--- config.mk ---
export PLATFORM = sky130hd
export DESIGN_NAME = vfr_fault_top
export DESIGN_NICKNAME = d
export VERILOG_FILES = /design/src/rtl/vfr_fault_top.v /design/src/rtl/vfr_retry_timer.v /design/src/rtl/vfr_strap_scale.v
export VERILOG_INCLUDE_DIRS = /design/src /design/src/rtl
export SDC_FILE = /design/constraint.sdc
export NUM_CORES = 1
export LEC_CHECK = 0
export ABC_AREA = 1
export BUFFER_PORTS_ARGS = -buffer_cell sky130_fd_sc_hd__buf_2
export CAP_MARGIN = 20
export CORE_MARGIN = 1.5
export CORE_UTILIZATION = 35
export DETAILED_ROUTE_END_ITERATION = 8
export SYNTH_ARGS = -nofsm -noshare
export SYNTH_HDL_FRONTEND = slang
export SYNTH_SLANG_ARGS = --single-unit
--- constraint.sdc ---
create_clock -name core_clk_i -period 8.65 [get_ports core_clk_i]
set_clock_uncertainty 0.2 [all_clocks]
set_input_delay 0.4325 -clock core_clk_i [delete_from_list [all_inputs] [get_ports core_clk_i]]
set_output_delay 0.4325 -clock core_clk_i [all_outputs]
set_load 0.005 [all_outputs]
--- src/rtl/vfr_consts.vh ---
// constants for the output voltage fault response block
`ifndef VFR_CONSTS_VH
`define VFR_CONSTS_VH

// command codes
`define VFR_CMD_CLEAR_FAULTS 8'h03
`define VFR_CMD_OV_LIMIT 8'h40
`define VFR_CMD_OV_RESPONSE 8'h41
`define VFR_CMD_UV_LIMIT 8'h44
`define VFR_PAGE_ALL 8'hff

// response byte reset value and fields
`define VFR_OV_RESP_RST 8'h80
`define VFR_RESP_ACT_BIT 7
`define VFR_RETRY_MSB 5
`define VFR_RETRY_LSB 3
`define VFR_DELAY_MSB 2
`define VFR_DELAY_LSB 0
`define VFR_RETRY_FOREVER 3'h7

// strap scaling, limit = strap * num / den
`define VFR_UV_NUM 5'h11
`define VFR_UV_DEN 5'h14
`define VFR_OV_NUM 5'h0b
`define VFR_OV_DEN 5'h0a
`define VFR_LIMIT_MAX 16'hffff

// retry time unit
`define VFR_RETRY_UNIT_MS 35
`define VFR_CLK_KHZ 40000

// fault handler states
`define VFR_ST_RUN 2'h0
`define VFR_ST_WAIT 2'h1
`define VFR_ST_LATCH 2'h2

`endif

--- src/rtl/vfr_fault_top.v ---
// per-page output overvoltage response and undervoltage qualification
// Behaviour
// - response codes 00/01 unused; 10/11 disable output, then apply retry mode
// - fault pulls alert low and sets status bit until clear-faults command
// - retry 000 keeps output off until device restart; 001-110 unused
// - retry 111 restarts repeatedly until commanded off, bias lost, other fault
// - attempt starts spaced by (delay + 1) times 35ms, 35ms to 280ms
// - response byte per page, read/write, resets to 80h
// - undervoltage ignored while ramping, before output good, or when off
// - undervoltage limit per page, 16-bit unsigned, 2^-13 volt per count
// - undervoltage limit resets to 0.85 times the strapped output voltage
// - overvoltage limit same format, resets to 1.10 times strapped voltage
`timescale 1ns/1ps
`default_nettype none
`include "vfr_consts.vh"

module vfr_fault_top
#(
   parameter NP = 2,
   parameter TCW = 21,
   parameter [TCW-1:0] RETRY_UNIT_CYC =
      `VFR_RETRY_UNIT_MS * `VFR_CLK_KHZ
)
(
   // clock and reset
   input wire core_clk_i,
   input wire srst_i,
   // paged command port
   input wire cmd_valid_i,
   input wire cmd_write_i,
   input wire [7:0] cmd_code_i,
   input wire [7:0] cmd_page_i,
   input wire [15:0] cmd_wdata_i,
   output reg [15:0] cmd_rdata_o,
   output reg cmd_rvalid_o,
   // strap, per page, 2^-13 volt per count
   input wire [NP*16-1:0] voltage_select_strap_i,
   // measurement and output state, per page except bias_ok_i
   input wire [NP*16-1:0] vout_meas_i,
   input wire [NP-1:0] out_enable_i,
   input wire [NP-1:0] ramping_i,
   input wire [NP-1:0] output_good_flag_i,
   input wire [NP-1:0] other_fault_i,
   input wire bias_ok_i,
   // fault outputs
   output reg alert_out_n_o,
   output reg [NP-1:0] out_disable_o,
   output reg [NP-1:0] ov_fault_status_o,
   output reg [NP-1:0] uv_fault_status_o
);

   // fault handler state codes
   localparam [1:0] ST_RUN = `VFR_ST_RUN;
   localparam [1:0] ST_WAIT = `VFR_ST_WAIT;
   localparam [1:0] ST_LATCH = `VFR_ST_LATCH;

   // true when a command addresses page p
   function page_hit;
      input [7:0] page;
      input integer p;
      begin
         page_hit = (page == `VFR_PAGE_ALL) || (page == p[7:0]);
      end
   endfunction

   wire [NP*8-1:0] resp_all;
   wire [NP*16-1:0] uv_all;
   wire [NP*16-1:0] ov_all;
   wire [NP-1:0] ovf_next;
   wire [NP-1:0] uvf_next;
   wire [NP-1:0] dis_next;
   wire clear_faults;

   assign clear_faults = cmd_valid_i && cmd_write_i &&
                         (cmd_code_i == `VFR_CMD_CLEAR_FAULTS);

   genvar p;
   generate
      for (p = 0; p < NP; p = p + 1)
      begin : g_page
         reg [7:0] resp_reg;
         reg [15:0] uv_reg;
         reg [15:0] ov_reg;
         reg [1:0] st_reg;
         reg [1:0] st_next;
         reg dis_reg;
         reg dis_nx;
         reg ovf_reg;
         reg uvf_reg;
         reg t_start;
         reg t_clr;
         reg tbusy_reg;
         wire t_done;
         wire [15:0] meas;
         wire [15:0] strap_uv;
         wire [15:0] strap_ov;
         wire wr;
         wire en;
         wire ov_hit;
         wire uv_hit;
         wire [2:0] retry_mode;
         wire stop_retry;

         assign meas = vout_meas_i[p*16 +: 16];
         assign en = out_enable_i[p];
         assign wr = cmd_valid_i && cmd_write_i &&
                     page_hit(cmd_page_i, p);
         assign retry_mode = resp_reg[`VFR_RETRY_MSB:`VFR_RETRY_LSB];
         // strict compares: a level equal to a limit is no fault
         assign ov_hit = en && !dis_reg &&
                         (meas > ov_reg);
         assign uv_hit = en && !dis_reg && !ramping_i[p] &&
                         output_good_flag_i[p] &&
                         (meas < uv_reg);
         assign stop_retry = !en || !bias_ok_i ||
                             other_fault_i[p];

         vfr_strap_scale u_strap
         (
            .strap_i(voltage_select_strap_i[p*16 +: 16]),
            .uv_limit_o(strap_uv),
            .ov_limit_o(strap_ov)
         );

         vfr_retry_timer
         #(
            .CW(TCW),
            .UNIT_CYC(RETRY_UNIT_CYC)
         )
         u_timer
         (
            .core_clk_i(core_clk_i),
            .srst_i(srst_i),
            .start_i(t_start),
            .clr_i(t_clr),
            .delay_i(resp_reg[`VFR_DELAY_MSB:`VFR_DELAY_LSB]),
            .done_o(t_done)
         );

         // configuration registers, limits load from the strap in reset
         always @(posedge core_clk_i)
         begin
            if (srst_i)
            begin
               resp_reg <= `VFR_OV_RESP_RST;
               uv_reg <= strap_uv;
               ov_reg <= strap_ov;
            end
            else if (wr)
            begin
               if (cmd_code_i == `VFR_CMD_OV_RESPONSE)
                  resp_reg <= cmd_wdata_i[7:0];
               if (cmd_code_i == `VFR_CMD_UV_LIMIT)
                  uv_reg <= cmd_wdata_i;
               if (cmd_code_i == `VFR_CMD_OV_LIMIT)
                  ov_reg <= cmd_wdata_i;
            end
         end

         // fault handler
         always @*
         begin
            st_next = st_reg;
            dis_nx = dis_reg;
            t_start = 1'b0;
            t_clr = 1'b0;
            case (st_reg)
               ST_RUN:
               begin
                  if (!en || (clear_faults && !ov_hit))
                     t_clr = 1'b1;
                  if (ov_hit && resp_reg[`VFR_RESP_ACT_BIT])
                  begin
                     dis_nx = 1'b1;
                     if (retry_mode == `VFR_RETRY_FOREVER &&
                         !stop_retry)
                     begin
                        st_next = ST_WAIT;
                        // an idle timer starts at the fault; one left
                        // running by the last attempt keeps counting
                        t_start = !tbusy_reg;
                     end
                     else
                        st_next = ST_LATCH;
                  end
               end
               ST_WAIT:
               begin
                  // clear-faults does not stop a pending restart
                  if (other_fault_i[p])
                  begin
                     st_next = ST_LATCH;
                     t_clr = 1'b1;
                  end
                  else if (!en || !bias_ok_i)
                  begin
                     st_next = ST_RUN;
                     dis_nx = 1'b0;
                     t_clr = 1'b1;
                  end
                  else if (t_done)
                  begin
                     st_next = ST_RUN;
                     dis_nx = 1'b0;
                     t_start = 1'b1;
                  end
               end
               ST_LATCH:
               begin
                  // only a device reset leaves this state
                  dis_nx = 1'b1;
               end
               default:
               begin
                  st_next = ST_RUN;
                  dis_nx = 1'b0;
               end
            endcase
         end

         // set once a retry timer is started, dropped when it is cleared;
         // without it a first fault would wait on a timer that never ran
         always @(posedge core_clk_i)
         begin
            if (srst_i || t_clr)
               tbusy_reg <= 1'b0;
            else if (t_start)
               tbusy_reg <= 1'b1;
         end

         always @(posedge core_clk_i)
         begin
            if (srst_i)
            begin
               st_reg <= ST_RUN;
               dis_reg <= 1'b0;
               ovf_reg <= 1'b0;
               uvf_reg <= 1'b0;
            end
            else
            begin
               st_reg <= st_next;
               dis_reg <= dis_nx;
               ovf_reg <= ovf_next[p];
               uvf_reg <= uvf_next[p];
            end
         end

         // a new fault wins over a clear in the same cycle
         assign ovf_next[p] = (ovf_reg && !clear_faults) || ov_hit;
         assign uvf_next[p] = (uvf_reg && !clear_faults) || uv_hit;
         assign dis_next[p] = dis_nx;
         assign resp_all[p*8 +: 8] = resp_reg;
         assign uv_all[p*16 +: 16] = uv_reg;
         assign ov_all[p*16 +: 16] = ov_reg;
      end
   endgenerate

   // outputs and read port
   always @(posedge core_clk_i)
   begin
      if (srst_i)
      begin
         alert_out_n_o <= 1'b1;
         out_disable_o <= {NP{1'b0}};
         ov_fault_status_o <= {NP{1'b0}};
         uv_fault_status_o <= {NP{1'b0}};
         cmd_rdata_o <= 16'h0000;
         cmd_rvalid_o <= 1'b0;
      end
      else
      begin
         alert_out_n_o <= ~(|{ovf_next, uvf_next});
         out_disable_o <= dis_next;
         ov_fault_status_o <= ovf_next;
         uv_fault_status_o <= uvf_next;
         cmd_rvalid_o <= cmd_valid_i && !cmd_write_i;
         if (cmd_valid_i && !cmd_write_i)
         begin
            cmd_rdata_o <= 16'h0000;
            if (cmd_page_i < NP)
            begin
               case (cmd_code_i)
                  `VFR_CMD_OV_RESPONSE:
                     cmd_rdata_o <= {8'h00,
                        resp_all[cmd_page_i*8 +: 8]};
                  `VFR_CMD_UV_LIMIT:
                     cmd_rdata_o <= uv_all[cmd_page_i*16 +: 16];
                  `VFR_CMD_OV_LIMIT:
                     cmd_rdata_o <= ov_all[cmd_page_i*16 +: 16];
                  default:
                     cmd_rdata_o <= 16'h0000;
               endcase
            end
         end
      end
   end

endmodule // vfr_fault_top
`default_nettype wire

--- src/rtl/vfr_retry_timer.v ---
// retry delay timer: (delay + 1) units from start, then done
`timescale 1ns/1ps
`default_nettype none
`include "vfr_consts.vh"

module vfr_retry_timer
#(
   parameter CW = 21,
   parameter [CW-1:0] UNIT_CYC = 21'd1400000
)
(
   // clock and reset
   input wire core_clk_i,
   input wire srst_i,
   // control
   input wire start_i,
   input wire clr_i,
   input wire [2:0] delay_i,
   // status
   output reg done_o
);

   reg [CW-1:0] cnt_reg;
   reg [2:0] step_reg;
   reg run_reg;

   always @(posedge core_clk_i)
   begin
      if (srst_i || clr_i)
      begin
         cnt_reg <= {CW{1'b0}};
         step_reg <= 3'h0;
         run_reg <= 1'b0;
         done_o <= 1'b0;
      end
      else if (start_i)
      begin
         cnt_reg <= {CW{1'b0}};
         step_reg <= 3'h0;
         run_reg <= 1'b1;
         done_o <= 1'b0;
      end
      else if (run_reg)
      begin
         if (cnt_reg == UNIT_CYC - 1'b1)
         begin
            cnt_reg <= {CW{1'b0}};
            if (step_reg == delay_i)
            begin
               run_reg <= 1'b0;
               done_o <= 1'b1;
            end
            else
               step_reg <= step_reg + 3'h1;
         end
         else
            cnt_reg <= cnt_reg + 1'b1;
      end
   end

endmodule // vfr_retry_timer
`default_nettype wire

--- src/rtl/vfr_strap_scale.v ---
// derives reset limits from the voltage select strap
`timescale 1ns/1ps
`default_nettype none
`include "vfr_consts.vh"

module vfr_strap_scale
(
   // strap value, same 2^-13 volt scaling as the limits
   input wire [15:0] strap_i,
   // derived limits
   output wire [15:0] uv_limit_o,
   output wire [15:0] ov_limit_o
);

   wire [20:0] uv_prod;
   wire [20:0] ov_prod;
   wire [20:0] uv_quot;
   wire [20:0] ov_quot;

   assign uv_prod = {5'h00, strap_i} * {16'h0000, `VFR_UV_NUM};
   assign ov_prod = {5'h00, strap_i} * {16'h0000, `VFR_OV_NUM};
   assign uv_quot = uv_prod / {16'h0000, `VFR_UV_DEN};
   assign ov_quot = ov_prod / {16'h0000, `VFR_OV_DEN};
   assign uv_limit_o = uv_quot[15:0];
   // overflow above full scale saturates
   assign ov_limit_o = (|ov_quot[20:16]) ? `VFR_LIMIT_MAX :
                       ov_quot[15:0];

endmodule // vfr_strap_scale
`default_nettype wire

==> results of run 1 <==
==> worst max path at each step <==
stage                                           from                  end  slack (ns)
after floorplan           voltage_select_strap_i[17]  g_page[1].ov_reg[0]         1.0
after global placement    voltage_select_strap_i[18]  g_page[1].ov_reg[0]       -0.18
after detailed placement  voltage_select_strap_i[18]  g_page[1].ov_reg[0]       -0.20
after CTS                 voltage_select_strap_i[18]  g_page[1].ov_reg[0]        0.26
after global routing      voltage_select_strap_i[12]  g_page[0].ov_reg[0]       -0.18
final                     voltage_select_strap_i[19]  g_page[1].ov_reg[0]        0.53
==> cells in the final DEF (no fill, tap or decap), types with 98 or more instances in the layout <==
| cell | synthesis | routed |
|---|---|---|
| buf_2 | 0 | 129 |
| o21ai_0 | 126 | 119 |
| buf_4 | 7 | 110 |
| inv_1 | 484 | 479 |
| nand2_1 | 861 | 747 |
| nand3_1 | 302 | 260 |
| nand2_2 | 154 | 228 |
| a21oi_1 | 156 | 139 |
| ha_1 | 196 | 162 |
| nor2_1 | 169 | 156 |
| dfxtp_1 | 98 | 98 |
==> kinds of logic (layout without fill, tap and decap cells) <==
| group | count (synthesis) | in the layout | share of synthesized area, % |
|---|---|---|---|
| AND/OR/NAND/NOR | 1676 | 1676 | 38.84 |
| buffers and inverters | 614 | 848 | 11.83 |
| AO/OA/AOI/OAI | 393 | 393 | 11.25 |
| adder cells (fa/ha/maj) | 224 | 224 | 15.04 |
| flip-flops | 162 | 162 | 19.39 |
| XOR/XNOR | 81 | 81 | 3.648 |
| other | 0 | 4 | 0 |
==> stage by stage <==
step | util, % | cell area (um^2)
floorplan | - | 20030
finish | 42.94 | 24260
global placement | 38.98 | 22020
global route | 42.93 | 24250
detailed placement | 38.98 | 22020
CTS | 40.03 | 22620
==> cell type report <==
class	count	share of cell area, %
antenna	4	0.04126
clock buffer	28	2.326
clock inverter	4	0.1238
inverter	574	8.922
multi-input combinational	2374	62.52
sequential	162	16.01
tap	756	3.899
timing repair buffer	242	6.158
==> timing repair <==
action	4_1_cts	5_1_grt
gates resized for setup	0	319
setup buffers	0	31
setup endpoints to repair	0	10
==> worst max-delay path: cells and delay by family <==
kind	cells	cell delay [ns]
buffers and inverters	12	0.96
AOI/OAI and AO/OA	4	0.62
adders and majority gates	3	1.02
and+or+nand+nor	54	4.44
xor gates and xnor gates	2	0.57
==> layer usage <==
metal / global-route usage [%] / wire length, um / vias to the layer above
met5: 0 / 27 / -
met4: 4.632 / 1095 / 4
met3: 2.515 / 2645 / 48
met2: 30.58 / 26380 / 354
met1: 24.59 / 26590 / 9047
li1: - / - / 10590
==> metrics.md, run 1 <==
| Metric | Value |
|---|---|
| Critical path's slowest cell | fa_1 |
| Hold-fix buffers, CTS | 0 |
| Global Route Usage Sum | around 18% |
| Slew Limit Headroom | 29.31% |
| Post-synth EDFFs | 64 |
| Synthesized instance count | 3150 |
| Min-delay src | output_good_flag_i[0] |
| Die Ht | around 240 um |
| Hold_ws | approximately 0.11 ns |
| Reg-to-reg slack, setup | slightly above 5 ns |
| Cell Area, Synth | 0.02003 mm^2 |
| Largest register FFs | 42 |
| DRT antenna net count | 0 |
| Nets@finish | 3704 |
| Net Count, Synth | 3483 |
| Total grt overflow | 0 |
| Area leader, netlist | nand2_1 |
| DRC viols | 0 |
| Outcome | complete, no violations |
| Initial antenna violation count | 4 |
| Synth Flop Type | dfxtp_1 |
| FF-to-FF path depth | 15 |
| Setup TNS | 0 ns |
| Placed cells | 4077 |
| IO buf count | 132 |
| CTS H-tree lvls | 4 |
| Setup crit end kind | flop |
| Area delta synth->final | 21.13% |
| Fin. max-slew vios | 0 |
| Die area | 0.05867 mm^2 |
| Root buf cell | clkbuf_16 |
| Final period util | 93.92% |
| CTS Buf Count | 17 |
| Critical Path AT | 8.10 ns |
| Fmax | 123.1 MHz |
| WL final | 56740 um |
| Max stage delay on crit path | slightly below 0.5 ns |
| Vias | ~20000 |
| GPL Wtd Cong | approximately 0.87 |
| Async SR Flop Fraction | 0% |
| Worst hold path class | in -> reg |
| Layout fillers | 5935 |
| Tightest Pin Transition | 1.059 ns |
| Non-filler cells, final | 4144 |
| Placement Rows | 87 |
| Max-cap viol count | 0 |
| Hold EP | uv_fault_status_o[0] |
| Final Setup Violations | 0 |
| Ports | 133 |
| RSZ-0062 raised after global routing | true |
| Crit start category | primary input |
| Most numerous cell in the Yosys netlist | nand2_1 |
| Reg area | slightly below 0.004 mm^2 |
| Crit Reg-Reg Endpoint | g_page[1].u_timer.cnt_reg[5] |
| Initial Utilization | between 30% and 40% |
| Cell mode on critical path | nand2_2 |
| Multi-input logic area | 0.01517 mm^2 |
| Crit path required time | about 8.6 ns |
| Worst setup margin | between 0.5 and 0.6 ns |
| Syn avg cell area | 6.358 um^2 |
| Hpwl dp | approximately 46000 um |
| CTS Buffer Depth | 2 |
| Largest net degree at the start of global routing | 56 |
| Synth top area cells | nand2_1 (16%), ha_1 (12%), dfxtp_1 (9.8%), edfxtp_1 (9.6%), inv_1 (9.1%) |
| WL/cell | 13.69 um |
| Worst R2R Start | g_page[1].ov_reg[1] |
| Crit path time final | between 8 and 9 ns |
| Final hold vios | 0 |
| Clock Sinks | 162 |
| Via density | slightly below 5 |
| Number of global-route vias before repair | 17860 |
| CORE AREA | 0.05650 mm^2 |
| WHS Path Cells | 3 |
| Commonest cells in the netlist | nand2_1 (861), inv_1 (484), nand3_1 (302), ha_1 (196), nor2_1 (169) |
| Yosys warnings | 0 |
| Critical path class | in -> reg |
| Worst skew pair latency | 0.44 ns |
| Reg clk slew, reported paths | 0.06 ns |
| Pre-CTS setup slack | -0.1995 ns |
| Router iterations before antenna repair | 5 |
| Seq/Total Area, Yosys | 19.39% |
| Iteration-0 DRC count of the detailed router | 1143 |
| TritonCTS clock tree | yes |
| Flops & latches, synth | 162 |
| Post-synthesis cell type count | 63 |
| Die width | between 200 and 250 um |
| Fraction of layout cells with a size suffix above 1 | 24.97% |
| Post-synth top area share | 16.14% |
| Global-route wire length before repair | 88310 um |
| Crit-path max FO | 6 |
Power of run 1 is not shown: default switching activity piles up to over one toggle a cycle in this logic, so the estimate is an artifact.
==> run 2: changes to the inputs <==
--- a/config.mk
+++ b/config.mk
@@ -9,7 +9,7 @@
 export ABC_AREA = 1
 export BUFFER_PORTS_ARGS = -buffer_cell sky130_fd_sc_hd__buf_2
 export CAP_MARGIN = 20
-export CORE_MARGIN = 1.5
+export CORE_MARGIN = 5
 export CORE_UTILIZATION = 35
 export DETAILED_ROUTE_END_ITERATION = 8
 export SYNTH_ARGS = -nofsm -noshare
==> run 2 against run 1 <==
Routed wire length increased by 0.58%. Critical path type unchanged. Sequential share of layout area increased by 0.12 points. Design area decreased by 0.77%. First-iteration DRC count decreased by 9.4%. Cell count decreased by 0.60%. Register-to-register slack about the same. Setup slack got worse by 0.015 ns. Largest cell class unchanged. Via count decreased by 1.3%. Critical path depth increased by 5. Critical endpoint is now g_page[0].ov_reg[0]. Die area increased by 5.9%. Core utilization decreased by 0.33 points. Non-clock buffer count decreased by 26.
==> metrics.md, run 2 (same netlist as run 1, synthesis figures left out) <==
| Metric | Value |
|---|---|
| Outcome | complete, no violations |
| Max stage delay on crit path | 0.49 ns (about the same) |
| Final Setup Violations | 0 (unchanged) |
| Initial antenna violation count | 6 (+2) |
| Reg area | 0.003884 mm^2 (unchanged) |
| Hold-fix buffers, CTS | 0 (unchanged) |
| Fmax | 122.9 MHz (-0.19%) |
| GR met1 Demand/Resource | 22.86% (-1.7 points) |
| Max-cap viol count | 0 (unchanged) |
| Clock Sinks | 162 (unchanged) |
| Vias | 19790 (-1.3%) |
| Critical Path AT | 8.11 ns (about the same) |
| TritonCTS clock tree | yes |
| Min-delay src | cmd_wdata_i[6] |
| Die area | 0.06211 mm^2 (+5.9%) |
| CORE AREA | 0.05650 mm^2 (unchanged) |
| Iteration-0 DRC count of the detailed router | 1035 (-9.4%) |
| Root buf cell | clkbuf_16 |
| Hpwl dp | 45950 um (+0.72%) |
| GPL Wtd Cong | 0.8787 (+0.70%) |
| Critical path class | in -> reg |
| Largest register FFs | 42 (unchanged) |
| Commonest non-fill, non-tap cell in the layout | nand2_1 |
| Critical path's slowest cell | fa_1 |
| Worst skew pair latency | 0.44 ns (about the same) |
| Die width | 249.2 um (+2.9%) |
| Non-filler cells, final | 4119 (-0.60%) |
| Crit start category | primary input |
| Nets@finish | 3678 (-0.70%) |
| Hold_ws | 0.08307 ns (-0.02390 ns) |
| Final period util | 94.09% (+0.18 points) |
| Setup crit end kind | flop |
| Area delta synth->final | 20.20% |
| Die Ht | 249.2 um (+2.9%) |
| Crit path time final | 8.139 ns (+0.01534 ns) |
| CTS Buf Count | 17 (unchanged) |
| Crit-path max FO | 6 (unchanged) |
| Layout fillers | 5921 (-0.24%) |
| WL final | 57070 um (+0.58%) |
| Worst R2R Start | g_page[1].ov_reg[1] |
| Fraction of layout cells with a size suffix above 1 | 24.81% (-0.16 points) |
| RSZ-0062 raised after global routing | true |
| Tightest Pin Transition | 0.9704 ns (-0.08880 ns) |
| Final hold vios | 0 (unchanged) |
| Fin. max-slew vios | 0 (unchanged) |
| Grt met2 use | 29.30% (-1.3 points) |
| Worst hold path class | in -> reg |
| Final core utilization | 42.61% (-0.33 points) |
| Number of global-route vias before repair | 18050 (+1.0%) |
| CTS H-tree lvls | 4 (unchanged) |
| Slew Limit Headroom | 35.24% (+5.9 points) |
| Total grt overflow | 0 (unchanged) |
| Global route hottest layer | met2 |
| Worst Setup SP | voltage_select_strap_i[1] |
| Initial Utilization | 35.45% (unchanged) |
| Ports | 133 (unchanged) |
| Met3 global-route usage | 2.662% (+0.15 points) |
| Crit path required time | 8.63 ns (about the same) |
| Reg clk slew, reported paths | 0.06 ns (about the same) |
| IO buf count | 132 (unchanged) |
| DRT antenna net count | 0 (unchanged) |
| CTS Buffer Depth | 2 (unchanged) |
| Post-route cell area | 0.02407 mm^2 (-0.77%) |
| Placement Rows | 87 (unchanged) |
| Most frequent cells in the layout | nand2_1 (736), inv_1 (482), nand3_1 (260) |
| DRC viols | 0 (unchanged) |
| Cell mode on critical path | nand2_2 |
| WL/cell | 13.85 um (+1.2%) |
| Largest net degree at the start of global routing | 47 (-16%) |
| Global Route Usage Sum | 17.15% (-1.1 points) |
| Global-route wire length before repair | 89590 um (+1.4%) |
| Multi-input logic area | 0.01521 mm^2 (+0.30%) |
| Via density | 4.804 (-0.70%) |
| Router iterations before antenna repair | 7 (+2) |
| Post-DP Area | 0.02175 mm^2 (-1.2%) |
| Placed cells | 4041 (-0.88%) |
[run 2: layout make-up]
cell class | instances | area share, %
Inverter | 574 | 8.991
Tap cell | 756 | 3.929
Clock buffer | 25 | 2.069
Multi-Input combinational cell | 2374 | 63.19
Antenna cell | 5 | 0.05197
Sequential cell | 162 | 16.13
Timing Repair Buffer | 216 | 5.436
Clock inverter | 7 | 0.1975
[run 2: worst paths after layout]
check | end | slack, ns | cells after the start
worst max-delay path | g_page[0].ov_reg[0] | 0.51 | 80
worst min-delay path | g_page[1].resp_reg[6] | 0.08 | 3
worst max register to register | g_page[1].u_timer.cnt_reg[5] | 5.06 | 15
worst min register to register | g_page[0].resp_reg[6] | 0.25 | 2
[run 2: per-stage QoR]
stage | setup WS (ns) | TNS [ns]
2_1_floorplan | 0.9977 | 0
3_3_place_gp | -0.06844 | -0.07581
3_5_place_dp | -0.1186 | -0.2418
4_1_cts | 0.3214 | 0
5_1_grt | -0.1807 | -0.3577
6_report | 0.5109 | 0
[run 2: repair_timing]
item,4_1_cts,5_1_grt
endpoints found under the setup margin,0,9
gates resized for setup,0,343
buffers inserted,0,41
[run 2: worst max-delay path: cells and delay by family]
kind                       cells  cell delay, ns
and+or+nand+nor               65            5.44
adders and majority gates      3            1.06
buffers and inverters          9            0.64
AOI/OAI and AO/OA              3            0.52
[run 2: metal layers]
| metal | up-vias | wire length (um) |
|---|---|---|
| li1 | 10550 | - |
| met1 | 8854 | 26640 |
| met2 | 326 | 26820 |
| met3 | 52 | 2513 |
| met4 | 2 | 1076 |
| met5 | - | 13 |
Power of run 2 is left out for the same reason.
